### src/shared/pfs_pkg.sv
// Purpose: constants for the pin function and drive strength selector
// Assumes: 8-bit registers on a plain strobe port
// Notes: function codes are per pin, decoded in the design
`default_nettype none
package pfs_pkg;
	// register offsets
	localparam logic [3:0] ADDR_DRV0 = 4'h0;
	localparam logic [3:0] ADDR_DRV1 = 4'h1;
	localparam logic [3:0] ADDR_PA_LO = 4'h2;
	localparam logic [3:0] ADDR_PA_HI = 4'h3;
	localparam logic [3:0] ADDR_PB_LO = 4'h4;
	localparam logic [3:0] ADDR_PB_HI = 4'h5;
	// reset values and implemented-bit masks
	localparam logic [7:0] RST_VAL = 8'h00;
	localparam logic [7:0] DRV1_MASK = 8'h3F;
	localparam logic [7:0] PB_HI_MASK = 8'h3F;
	// pin function codes on the mux outputs
	localparam logic [3:0] FN_GPIO = 4'h0;
	localparam logic [3:0] FN_SERIAL_DATA_IN = 4'h1;
	localparam logic [3:0] FN_COMPARATOR_OUT = 4'h2;
	localparam logic [3:0] FN_LCD = 4'h3;
	localparam logic [3:0] FN_SERIAL_DATA_OUT = 4'h4;
	localparam logic [3:0] FN_TIMER_OUT = 4'h5;
	localparam logic [3:0] FN_ANALOG = 4'h6;
	localparam logic [3:0] FN_REF_OUT = 4'h7;
	localparam logic [3:0] FN_REF_IN = 4'h8;
	localparam logic [3:0] FN_CRYSTAL = 4'h9;
	localparam logic [3:0] FN_SERIAL_CS = 4'hA;
	localparam logic [3:0] FN_SERIAL_CLK = 4'hB;
	localparam logic [3:0] FN_COMP_IN = 4'hC;
	// drive level reported when the pin is not a push-pull output
	localparam logic [1:0] DRV_OFF = 2'h0;
endpackage
`default_nettype wire

### src/design/pfs_top.sv
// Purpose: pin function decode for ports A and B, source current select for ports A, C and D
// Assumes: software keeps the ordering and direction duties itself
// Notes: port C/D function decode not provided; their drive fields still apply
//
// Design decisions made here: the placing of the registers and the plain strobed port.
`default_nettype none

// Operation
// drive reg 0 bits 3..2 set port A pins 7..4 current level
// drive reg 0 bits 1..0 set port A pins 3..0 current level
// drive reg 1 bits 5..4 set port D pins 3..0 current level
// drive reg 1 bits 3..2 set port C pins 6..4 current level
// drive reg 1 bits 1..0 set port C pins 3..0 current level
// drive reg 1 bits 7..6 store nothing and read zero
// drive level applies only while the pin is a push-pull output
// port A pin 3: gpio, serial in, comparator out, lcd
// port A pin 2: gpio with interrupt 1 for codes 0-2, else lcd
// port A pin 1: gpio with interrupt 0, serial out, lcd
// port A pin 0: gpio, gpio, standard timer out, lcd
// port A pin 7: gpio, periodic timer out, lcd, analog 6
// port A pin 6: gpio with compact clock, lcd, analog 5, ref out
// port A pin 5: gpio, lcd, analog 4, reference in
// port A pin 4: gpio with periodic clock, lcd, analog 3
// port B pin 3: gpio, compact timer out, lcd, analog 7
// port B pin 2: gpio with standard clock, timer out, lcd, analog 2
// port B pin 1: gpio with interrupt 1, lcd, analog 1, crystal 2
// port B pin 0: gpio with interrupt 0, lcd, analog 0, crystal 1
// port B pin 5: gpio, serial chip select, comparator minus, lcd
// port B pin 6: gpio, serial clock, comparator plus, lcd
// software selects function before configuring and enabling peripheral
// software sets direction to input for shared digital inputs
// software disables peripheral before changing function field
module pfs_top (
	// clock and reset
	input wire logic CLK_IN,
	input wire logic SYS_RST_IN,
	// register port
	input wire logic [3:0] ADDR_IN,
	input wire logic [7:0] WDATA_IN,
	input wire logic WR_IN,
	input wire logic RD_IN,
	output logic [7:0] RDATA_OUT,
	// push-pull output status per pin, same clock domain
	input wire logic [7:0] PA_PUSHPULL_IN,
	input wire logic [6:0] PB_PUSHPULL_IN,
	input wire logic [6:0] PC_PUSHPULL_IN,
	input wire logic [3:0] PD_PUSHPULL_IN,
	// per-pin drive level, 2 bits per pin
	output logic [15:0] PA_DRIVE_OUT,
	output logic [13:0] PC_DRIVE_OUT,
	output logic [7:0] PD_DRIVE_OUT,
	// per-pin function code, 4 bits per pin
	output logic [31:0] PA_FUNC_OUT,
	output logic [27:0] PB_FUNC_OUT,
	// digital input routes to peripherals
	output logic PA2_EXT_EXT_INTERRUPT_1_EN_OUT,
	output logic PA1_EXT_EXT_INTERRUPT_0_EN_OUT,
	output logic PA6_CTMR_CLK_EN_OUT,
	output logic PA4_PTMR_CLK_EN_OUT,
	output logic PB2_STMR_CLK_EN_OUT,
	output logic PB1_EXT_EXT_INTERRUPT_1_EN_OUT,
	output logic PB0_EXT_EXT_INTERRUPT_0_EN_OUT
);
	// storage
	logic [7:0] drv0_r;
	logic [7:0] drv1_r;
	logic [7:0] pa_lo_r;
	logic [7:0] pa_hi_r;
	logic [7:0] pb_lo_r;
	logic [7:0] pb_hi_r;
	logic [7:0] rdata_nxt;
	logic [31:0] pa_func_nxt;
	logic [27:0] pb_func_nxt;
	logic [15:0] pa_lvl;
	logic [13:0] pc_lvl;
	logic [7:0] pd_lvl;

	// ------------------------------------------------------------
	// register writes, one process per register
	// ------------------------------------------------------------
	// drive strength register 0, every bit stored
	always_ff @(posedge CLK_IN)
	begin
		if (SYS_RST_IN)
			drv0_r <= pfs_pkg::RST_VAL;
		else if (WR_IN && (ADDR_IN == pfs_pkg::ADDR_DRV0))
			drv0_r <= WDATA_IN;
	end

	// drive strength register 1, top two bits never stored
	always_ff @(posedge CLK_IN)
	begin
		if (SYS_RST_IN)
			drv1_r <= pfs_pkg::RST_VAL;
		else if (WR_IN && (ADDR_IN == pfs_pkg::ADDR_DRV1))
			drv1_r <= WDATA_IN & pfs_pkg::DRV1_MASK;
	end

	// port A function register, pins 3..0
	always_ff @(posedge CLK_IN)
	begin
		if (SYS_RST_IN)
			pa_lo_r <= pfs_pkg::RST_VAL;
		else if (WR_IN && (ADDR_IN == pfs_pkg::ADDR_PA_LO))
			pa_lo_r <= WDATA_IN;
	end

	// port A function register, pins 7..4
	always_ff @(posedge CLK_IN)
	begin
		if (SYS_RST_IN)
			pa_hi_r <= pfs_pkg::RST_VAL;
		else if (WR_IN && (ADDR_IN == pfs_pkg::ADDR_PA_HI))
			pa_hi_r <= WDATA_IN;
	end

	// port B function register, pins 3..0
	always_ff @(posedge CLK_IN)
	begin
		if (SYS_RST_IN)
			pb_lo_r <= pfs_pkg::RST_VAL;
		else if (WR_IN && (ADDR_IN == pfs_pkg::ADDR_PB_LO))
			pb_lo_r <= WDATA_IN;
	end

	// port B function register, pins 6..4, top two bits never stored
	always_ff @(posedge CLK_IN)
	begin
		if (SYS_RST_IN)
			pb_hi_r <= pfs_pkg::RST_VAL;
		else if (WR_IN && (ADDR_IN == pfs_pkg::ADDR_PB_HI))
			pb_hi_r <= WDATA_IN & pfs_pkg::PB_HI_MASK;
	end

	// ------------------------------------------------------------
	// register reads, data one cycle after the strobe
	// ------------------------------------------------------------
	always_comb
	begin
		unique case (ADDR_IN)
			pfs_pkg::ADDR_DRV0: rdata_nxt = drv0_r;
			pfs_pkg::ADDR_DRV1: rdata_nxt = drv1_r;
			pfs_pkg::ADDR_PA_LO: rdata_nxt = pa_lo_r;
			pfs_pkg::ADDR_PA_HI: rdata_nxt = pa_hi_r;
			pfs_pkg::ADDR_PB_LO: rdata_nxt = pb_lo_r;
			pfs_pkg::ADDR_PB_HI: rdata_nxt = pb_hi_r;
			default: rdata_nxt = 8'h00; // unmapped reads zero
		endcase
	end

	// read data latch, zero outside a read
	always_ff @(posedge CLK_IN)
	begin
		if (SYS_RST_IN)
			RDATA_OUT <= 8'h00;
		else if (RD_IN)
			RDATA_OUT <= rdata_nxt;
		else
			RDATA_OUT <= 8'h00;
	end

	// ------------------------------------------------------------
	// drive level gating per pin
	// ------------------------------------------------------------
	genvar gi;
	generate
		for (gi = 0; gi < 8; gi++)
		begin : g_pa
			// upper nibble from bits 3..2, lower from 1..0
			assign pa_lvl[2*gi +: 2] = (gi >= 4) ? drv0_r[3:2] : drv0_r[1:0];
		end
		for (gi = 0; gi < 7; gi++)
		begin : g_pc
			assign pc_lvl[2*gi +: 2] = (gi >= 4) ? drv1_r[3:2] : drv1_r[1:0];
		end
		for (gi = 0; gi < 4; gi++)
		begin : g_pd
			assign pd_lvl[2*gi +: 2] = drv1_r[5:4];
		end
	endgenerate

	// port A drive outputs, held off unless push-pull
	always_ff @(posedge CLK_IN)
	begin
		if (SYS_RST_IN)
			PA_DRIVE_OUT <= 16'h0000;
		else
			for (int i = 0; i < 8; i++)
				PA_DRIVE_OUT[2*i +: 2] <= PA_PUSHPULL_IN[i] ? pa_lvl[2*i +: 2] : pfs_pkg::DRV_OFF;
	end

	// port C drive outputs, held off unless push-pull
	always_ff @(posedge CLK_IN)
	begin
		if (SYS_RST_IN)
			PC_DRIVE_OUT <= 14'h0000;
		else
			for (int i = 0; i < 7; i++)
				PC_DRIVE_OUT[2*i +: 2] <= PC_PUSHPULL_IN[i] ? pc_lvl[2*i +: 2] : pfs_pkg::DRV_OFF;
	end

	// port D drive outputs, held off unless push-pull
	always_ff @(posedge CLK_IN)
	begin
		if (SYS_RST_IN)
			PD_DRIVE_OUT <= 8'h00;
		else
			for (int i = 0; i < 4; i++)
				PD_DRIVE_OUT[2*i +: 2] <= PD_PUSHPULL_IN[i] ? pd_lvl[2*i +: 2] : pfs_pkg::DRV_OFF;
	end

	// ------------------------------------------------------------
	// function decode for port A
	// ------------------------------------------------------------
	always_comb
	begin
		pa_func_nxt = 32'h00000000;
		// pin 0: timer output or lcd, else gpio
		unique case (pa_lo_r[1:0])
			2'h0, 2'h1: pa_func_nxt[3:0] = pfs_pkg::FN_GPIO;
			2'h2: pa_func_nxt[3:0] = pfs_pkg::FN_TIMER_OUT;
			2'h3: pa_func_nxt[3:0] = pfs_pkg::FN_LCD;
		endcase
		// pin 1: serial output or lcd, else gpio
		unique case (pa_lo_r[3:2])
			2'h0, 2'h1: pa_func_nxt[7:4] = pfs_pkg::FN_GPIO;
			2'h2: pa_func_nxt[7:4] = pfs_pkg::FN_SERIAL_DATA_OUT;
			2'h3: pa_func_nxt[7:4] = pfs_pkg::FN_LCD;
		endcase
		// pin 2: lcd on the top code only
		pa_func_nxt[11:8] = (pa_lo_r[5:4] == 2'h3) ? pfs_pkg::FN_LCD : pfs_pkg::FN_GPIO;
		// pin 3: four distinct functions
		unique case (pa_lo_r[7:6])
			2'h0: pa_func_nxt[15:12] = pfs_pkg::FN_GPIO;
			2'h1: pa_func_nxt[15:12] = pfs_pkg::FN_SERIAL_DATA_IN;
			2'h2: pa_func_nxt[15:12] = pfs_pkg::FN_COMPARATOR_OUT;
			2'h3: pa_func_nxt[15:12] = pfs_pkg::FN_LCD;
		endcase
		// pin 4: lcd or analog on the upper codes, else gpio
		unique case (pa_hi_r[1:0])
			2'h0, 2'h1: pa_func_nxt[19:16] = pfs_pkg::FN_GPIO;
			2'h2: pa_func_nxt[19:16] = pfs_pkg::FN_LCD;
			2'h3: pa_func_nxt[19:16] = pfs_pkg::FN_ANALOG;
		endcase
		// pin 5: gpio, lcd, analog, reference input
		unique case (pa_hi_r[3:2])
			2'h0: pa_func_nxt[23:20] = pfs_pkg::FN_GPIO;
			2'h1: pa_func_nxt[23:20] = pfs_pkg::FN_LCD;
			2'h2: pa_func_nxt[23:20] = pfs_pkg::FN_ANALOG;
			2'h3: pa_func_nxt[23:20] = pfs_pkg::FN_REF_IN;
		endcase
		// pin 6: gpio, lcd, analog, reference output
		unique case (pa_hi_r[5:4])
			2'h0: pa_func_nxt[27:24] = pfs_pkg::FN_GPIO;
			2'h1: pa_func_nxt[27:24] = pfs_pkg::FN_LCD;
			2'h2: pa_func_nxt[27:24] = pfs_pkg::FN_ANALOG;
			2'h3: pa_func_nxt[27:24] = pfs_pkg::FN_REF_OUT;
		endcase
		// pin 7: gpio, timer output, lcd, analog
		unique case (pa_hi_r[7:6])
			2'h0: pa_func_nxt[31:28] = pfs_pkg::FN_GPIO;
			2'h1: pa_func_nxt[31:28] = pfs_pkg::FN_TIMER_OUT;
			2'h2: pa_func_nxt[31:28] = pfs_pkg::FN_LCD;
			2'h3: pa_func_nxt[31:28] = pfs_pkg::FN_ANALOG;
		endcase
	end

	// ------------------------------------------------------------
	// function decode for port B, pin 4 left as gpio
	// ------------------------------------------------------------
	always_comb
	begin
		pb_func_nxt = 28'h0000000;
		unique case (pb_lo_r[1:0])
			2'h0: pb_func_nxt[3:0] = pfs_pkg::FN_GPIO;
			2'h1: pb_func_nxt[3:0] = pfs_pkg::FN_LCD;
			2'h2: pb_func_nxt[3:0] = pfs_pkg::FN_ANALOG;
			2'h3: pb_func_nxt[3:0] = pfs_pkg::FN_CRYSTAL;
		endcase
		unique case (pb_lo_r[3:2])
			2'h0: pb_func_nxt[7:4] = pfs_pkg::FN_GPIO;
			2'h1: pb_func_nxt[7:4] = pfs_pkg::FN_LCD;
			2'h2: pb_func_nxt[7:4] = pfs_pkg::FN_ANALOG;
			2'h3: pb_func_nxt[7:4] = pfs_pkg::FN_CRYSTAL;
		endcase
		unique case (pb_lo_r[5:4])
			2'h0: pb_func_nxt[11:8] = pfs_pkg::FN_GPIO;
			2'h1: pb_func_nxt[11:8] = pfs_pkg::FN_TIMER_OUT;
			2'h2: pb_func_nxt[11:8] = pfs_pkg::FN_LCD;
			2'h3: pb_func_nxt[11:8] = pfs_pkg::FN_ANALOG;
		endcase
		unique case (pb_lo_r[7:6])
			2'h0: pb_func_nxt[15:12] = pfs_pkg::FN_GPIO;
			2'h1: pb_func_nxt[15:12] = pfs_pkg::FN_TIMER_OUT;
			2'h2: pb_func_nxt[15:12] = pfs_pkg::FN_LCD;
			2'h3: pb_func_nxt[15:12] = pfs_pkg::FN_ANALOG;
		endcase
		unique case (pb_hi_r[3:2])
			2'h0: pb_func_nxt[23:20] = pfs_pkg::FN_GPIO;
			2'h1: pb_func_nxt[23:20] = pfs_pkg::FN_SERIAL_CS;
			2'h2: pb_func_nxt[23:20] = pfs_pkg::FN_COMP_IN;
			2'h3: pb_func_nxt[23:20] = pfs_pkg::FN_LCD;
		endcase
		unique case (pb_hi_r[5:4])
			2'h0: pb_func_nxt[27:24] = pfs_pkg::FN_GPIO;
			2'h1: pb_func_nxt[27:24] = pfs_pkg::FN_SERIAL_CLK;
			2'h2: pb_func_nxt[27:24] = pfs_pkg::FN_COMP_IN;
			2'h3: pb_func_nxt[27:24] = pfs_pkg::FN_LCD;
		endcase
	end

	// ------------------------------------------------------------
	// registered function outputs and input routes
	// ------------------------------------------------------------
	// function codes, two edges after the register write
	always_ff @(posedge CLK_IN)
	begin
		if (SYS_RST_IN)
		begin
			PA_FUNC_OUT <= 32'h00000000;
			PB_FUNC_OUT <= 28'h0000000;
		end
		else
		begin
			PA_FUNC_OUT <= pa_func_nxt;
			PB_FUNC_OUT <= pb_func_nxt;
		end
	end

	// input routes, high while a code keeps the gpio-with-input option
	always_ff @(posedge CLK_IN)
	begin
		if (SYS_RST_IN)
		begin
			PA2_EXT_EXT_INTERRUPT_1_EN_OUT <= 1'b0;
			PA1_EXT_EXT_INTERRUPT_0_EN_OUT <= 1'b0;
			PA6_CTMR_CLK_EN_OUT <= 1'b0;
			PA4_PTMR_CLK_EN_OUT <= 1'b0;
			PB2_STMR_CLK_EN_OUT <= 1'b0;
			PB1_EXT_EXT_INTERRUPT_1_EN_OUT <= 1'b0;
			PB0_EXT_EXT_INTERRUPT_0_EN_OUT <= 1'b0;
		end
		else
		begin
			PA2_EXT_EXT_INTERRUPT_1_EN_OUT <= (pa_lo_r[5:4] != 2'h3);
			PA1_EXT_EXT_INTERRUPT_0_EN_OUT <= (pa_lo_r[3] == 1'b0);
			PA6_CTMR_CLK_EN_OUT <= (pa_hi_r[5:4] == 2'h0);
			PA4_PTMR_CLK_EN_OUT <= (pa_hi_r[1] == 1'b0);
			PB2_STMR_CLK_EN_OUT <= (pb_lo_r[5:4] == 2'h0);
			PB1_EXT_EXT_INTERRUPT_1_EN_OUT <= (pb_lo_r[3:2] == 2'h0);
			PB0_EXT_EXT_INTERRUPT_0_EN_OUT <= (pb_lo_r[1:0] == 2'h0);
		end
	end
endmodule // pfs_top
`default_nettype wire

### config.mk
export PLATFORM = sky130hd
export DESIGN_NAME = pfs_top
export DESIGN_NICKNAME = d
export VERILOG_FILES = /design/src/shared/pfs_pkg.sv /design/src/design/pfs_top.sv
export SDC_FILE = /design/constraint.sdc
export NUM_CORES = 1
export LEC_CHECK = 0
export BUFFER_PORTS_ARGS = -buffer_cell sky130_fd_sc_hd__clkbuf_2
export CAP_MARGIN = 20
export CORE_ASPECT_RATIO = 1.2
export CORE_MARGIN = 5
export CORE_UTILIZATION = 55
export CTS_BUF_LIST = sky130_fd_sc_hd__clkbuf_8
export DETAILED_ROUTE_END_ITERATION = 8
export PLACE_DENSITY = 0.83
export SLEW_MARGIN = 20
export SYNTH_ARGS = -nofsm -noshare
export SYNTH_HDL_FRONTEND = slang
export SYNTH_SLANG_ARGS = --single-unit
### constraint.sdc
create_clock -name CLK_IN -period 3.65 [get_ports CLK_IN]
set_input_delay 0.9125 -clock CLK_IN [delete_from_list [all_inputs] [get_ports CLK_IN]]
set_output_delay 0.9125 -clock CLK_IN [all_outputs]
set_load 0.01 [all_outputs]
==> flow_summary.ini <==
[floorplanning]
die_area_sq_mm = 0.01182
die_w_um = 100.1
core_area_sq_mm = 0.009515
io-pin-count = 155
die_h_um = 118.1
rows = 39
start_util_pct = 56.28

[critical_path]
crit_arrival_ns = 2.56
crit_chain = clkbuf_2, nor2b_1, nand3_1, a21oi_1
worstPathRequired_ns = 4.01
cpPeakStageDelay_ns = 0.75
cp-end-kind = flip-flop
critPathSlowestCell = nor2b_1
path_class = in2reg
start_kind = input pin
cp_max_fo = 26
ff2ff_path_depth = 3

[cells_and_area]
fin_util_pct = 66.96
drive_above_1_share_pct = 29.14
diodes = 0
fin_nets = 723
syn_to_final_growth_pct = 18.97

[drt]
ant_nets = 0
wl_per_cell_um = 14.70
first_pass_iters = 8
avgViaCountPerCell = 5.083
drc = 0
num_vias = 3975
drt_iter0_drc = 318
routed_wirelength_um = 11490

[timing]
tightest_slew_ns = 0.8328
post-route-period-util_pct = 60.39
fin_setup_tns_ns = 0
worst_clock_skew_ns = 0.009342
relSlewSlack_pct = 44.36
period_needed_ns = 2.204
maxSlewViolCount = 0
hold_viol = 0
rsz0062_at_grt = no
setup_ws_ns = 1.446
setup_viol = 0
max_freq_mhz = 453.7

[logic_synthesis]
ys_seq_elements = 139
ys_warn_count = 0
synth_cells = 526
yosysTopAreaCell = dfxtp_1
seq_area_frac_synth_pct = 51.96
synth_area_leaders = dfxtp_1 (52%), ha_1 (7.7%), and2_1 (4.7%), mux2_2 (4.2%), nor2b_1 (3.6%)
ys_types = 31
synth_area_sq_mm = 0.005355
synth_top_area_share_pct = 51.96
avgSynthCellArea_sq_um = 10.18

[global_route]
gr-usage-all-layers_pct = 19.91
grt_pass1_vias = 4024
gr-total-overflow = 0
grt_max_degree = 53
grt_pass1_wl_um = 18980
antenna_found_initial = 0

[clock_tree]
clock-sinks = 139
cts_root_buf = clkbuf_8
htreeDepth = 4
cts_setup_buffers = 0
tritoncts = done
path_clk_slew_ns = 0.08
cts_buffers = 17
clkLatencyLatePin_ns = 0.43
cts_resized = 0
cts_buffer_depth = 2
ctsHoldBuffers = 0

[hold_path]
worstHoldPathType = reg2reg
hold_depth = 1

[place]
dp_hpwl_um = 8283
globalplace.congestion = 0.8234
place_ws_ns = 1.035
port_buffers = 132

[power_and_ir_drop]
p_per_area_mw_per_mm2 = 454.5
p_leak_nw = 2.890
peakVddDrop_mv = 0.2514

[run_status]
status = completed

[run]
maxCapViolCount = 0
## layer usage
| metal | vias to the layer above | global-route usage [%] | wire [um] | part of all wire (%) |
|---|---|---|---|---|
| met5 | - | 0 | 0 | 0 |
| met4 | 0 | 8.593 | 221 | 1.9 |
| met3 | 23 | 5.750 | 844 | 7.3 |
| met2 | 168 | 34.52 | 5945 | 52 |
| met1 | 1846 | 22.43 | 4482 | 39 |
| li1 | 1938 | - | - | - |
## state kept, by name (all words and copies together) (netlist names), 6 cells and up
signal / count
PC_DRIVE_OUT: 14
PB_FUNC_OUT: 21
pb_hi_r: 6
pa_lo_r: 8
drv0_r: 8
PA_FUNC_OUT: 21
RDATA_OUT: 8
PA_DRIVE_OUT: 16
PD_DRIVE_OUT: 8
pb_lo_r: 8
drv1_r: 6
pa_hi_r: 8
## critical path: cells and delay by family
| family | cells | cell delay (ns) |
|---|---|---|
| AND/OR/NAND/NOR | 2 | 0.93 |
| buffers and inverters | 1 | 0.52 |
| AO/OA/AOI/OAI | 1 | 0.19 |
## cell usage after synthesis
master,count
nand2_1,5
or2_1,1
nand3_2,1
o21ai_0,28
or3b_4,1
buf_1,4
or3_1,2
clkbuf_1,13
dfxtp_1,139
mux2i_1,18
buf_6,4
buf_2,7
nor3b_2,3
nand3b_1,1
nor3b_1,1
nand3_1,29
ha_1,33
mux2_2,20
a21oi_1,32
conb_1,1
a22oi_1,1
buf_4,18
nor3_1,9
nor2b_1,31
nor2_1,29
and3b_2,1
inv_1,23
a222oi_1,5
nand2b_1,25
nor2_2,1
and2_1,40
## kinds of logic after synthesis
group                      synth area share [%]
and+or+nand+nor                           19.18
DFF                                       51.96
buffers and inverters                     6.822
AOI/OAI and AO/OA                         6.682
muxes                                     7.570
adders and majority gates                 7.710
other                                   0.07003
## area by class of cell
| class | instances | area (sq um) |
|---|---|---|
| fill | 776 | 3144 |
| sequential | 139 | 2783 |
| multi-input combinational | 332 | 2260 |
| timing repair buffer | 135 | 695.7 |
| clock buffer | 20 | 275.3 |
| tap | 123 | 153.9 |
| clock inverter | 10 | 117.6 |
| inverter | 23 | 86.33 |
## per-stage QoR
stage | instance area [sq um] | hold slack [ns] | power (mW) | instances
6_report | 6371 | 0.4464 | 2.896 | 782
5_1_grt | 6371 | 0.4681 | 2.994 | 782
4_1_cts | 6371 | 0.4439 | 2.915 | 782
3_5_place_dp | 5978 | 0.4291 | 1.711 | 752
3_3_place_gp | 5978 | 0.4252 | 1.706 | 752
2_1_floorplan | 5408 | 0.4103 | 1.674 | 540
## where the power goes
part           switching [mW]  internal (mW)
registers             0.00877           1.53
clock network           0.563          0.654
logic                  0.0893         0.0496
total                   0.661           2.23
## cell usage in the layout, fill, tap and decap left out, types with 3 or more instances in the layout
master / count
nand2_1: 5
mux2i_1: 18
dfxtp_1: 139
clkinvlp_4: 4
a21oi_1: 32
nand3_1: 29
mux2_2: 20
inv_1: 23
ha_1: 33
nand2b_1: 25
clkbuf_8: 20
conb_1: 15
nor3_1: 9
a222oi_1: 5
o21ai_0: 28
nor3b_2: 3
nor2_1: 29
and2_1: 40
nor2b_1: 31
clkbuf_2: 131
## worst paths after layout
path                    from                  end  slack, ns
setup / recovery  ADDR_IN[0]           pb_hi_r[3]       1.45
hold / removal    pa_hi_r[1]  PA4_PTMR_CLK_EN_OUT       0.45
setup reg to reg   drv1_r[1]         RDATA_OUT[1]       2.46
hold reg to reg   pa_hi_r[1]  PA4_PTMR_CLK_EN_OUT       0.45
Power figures use the tool's default switching activity.
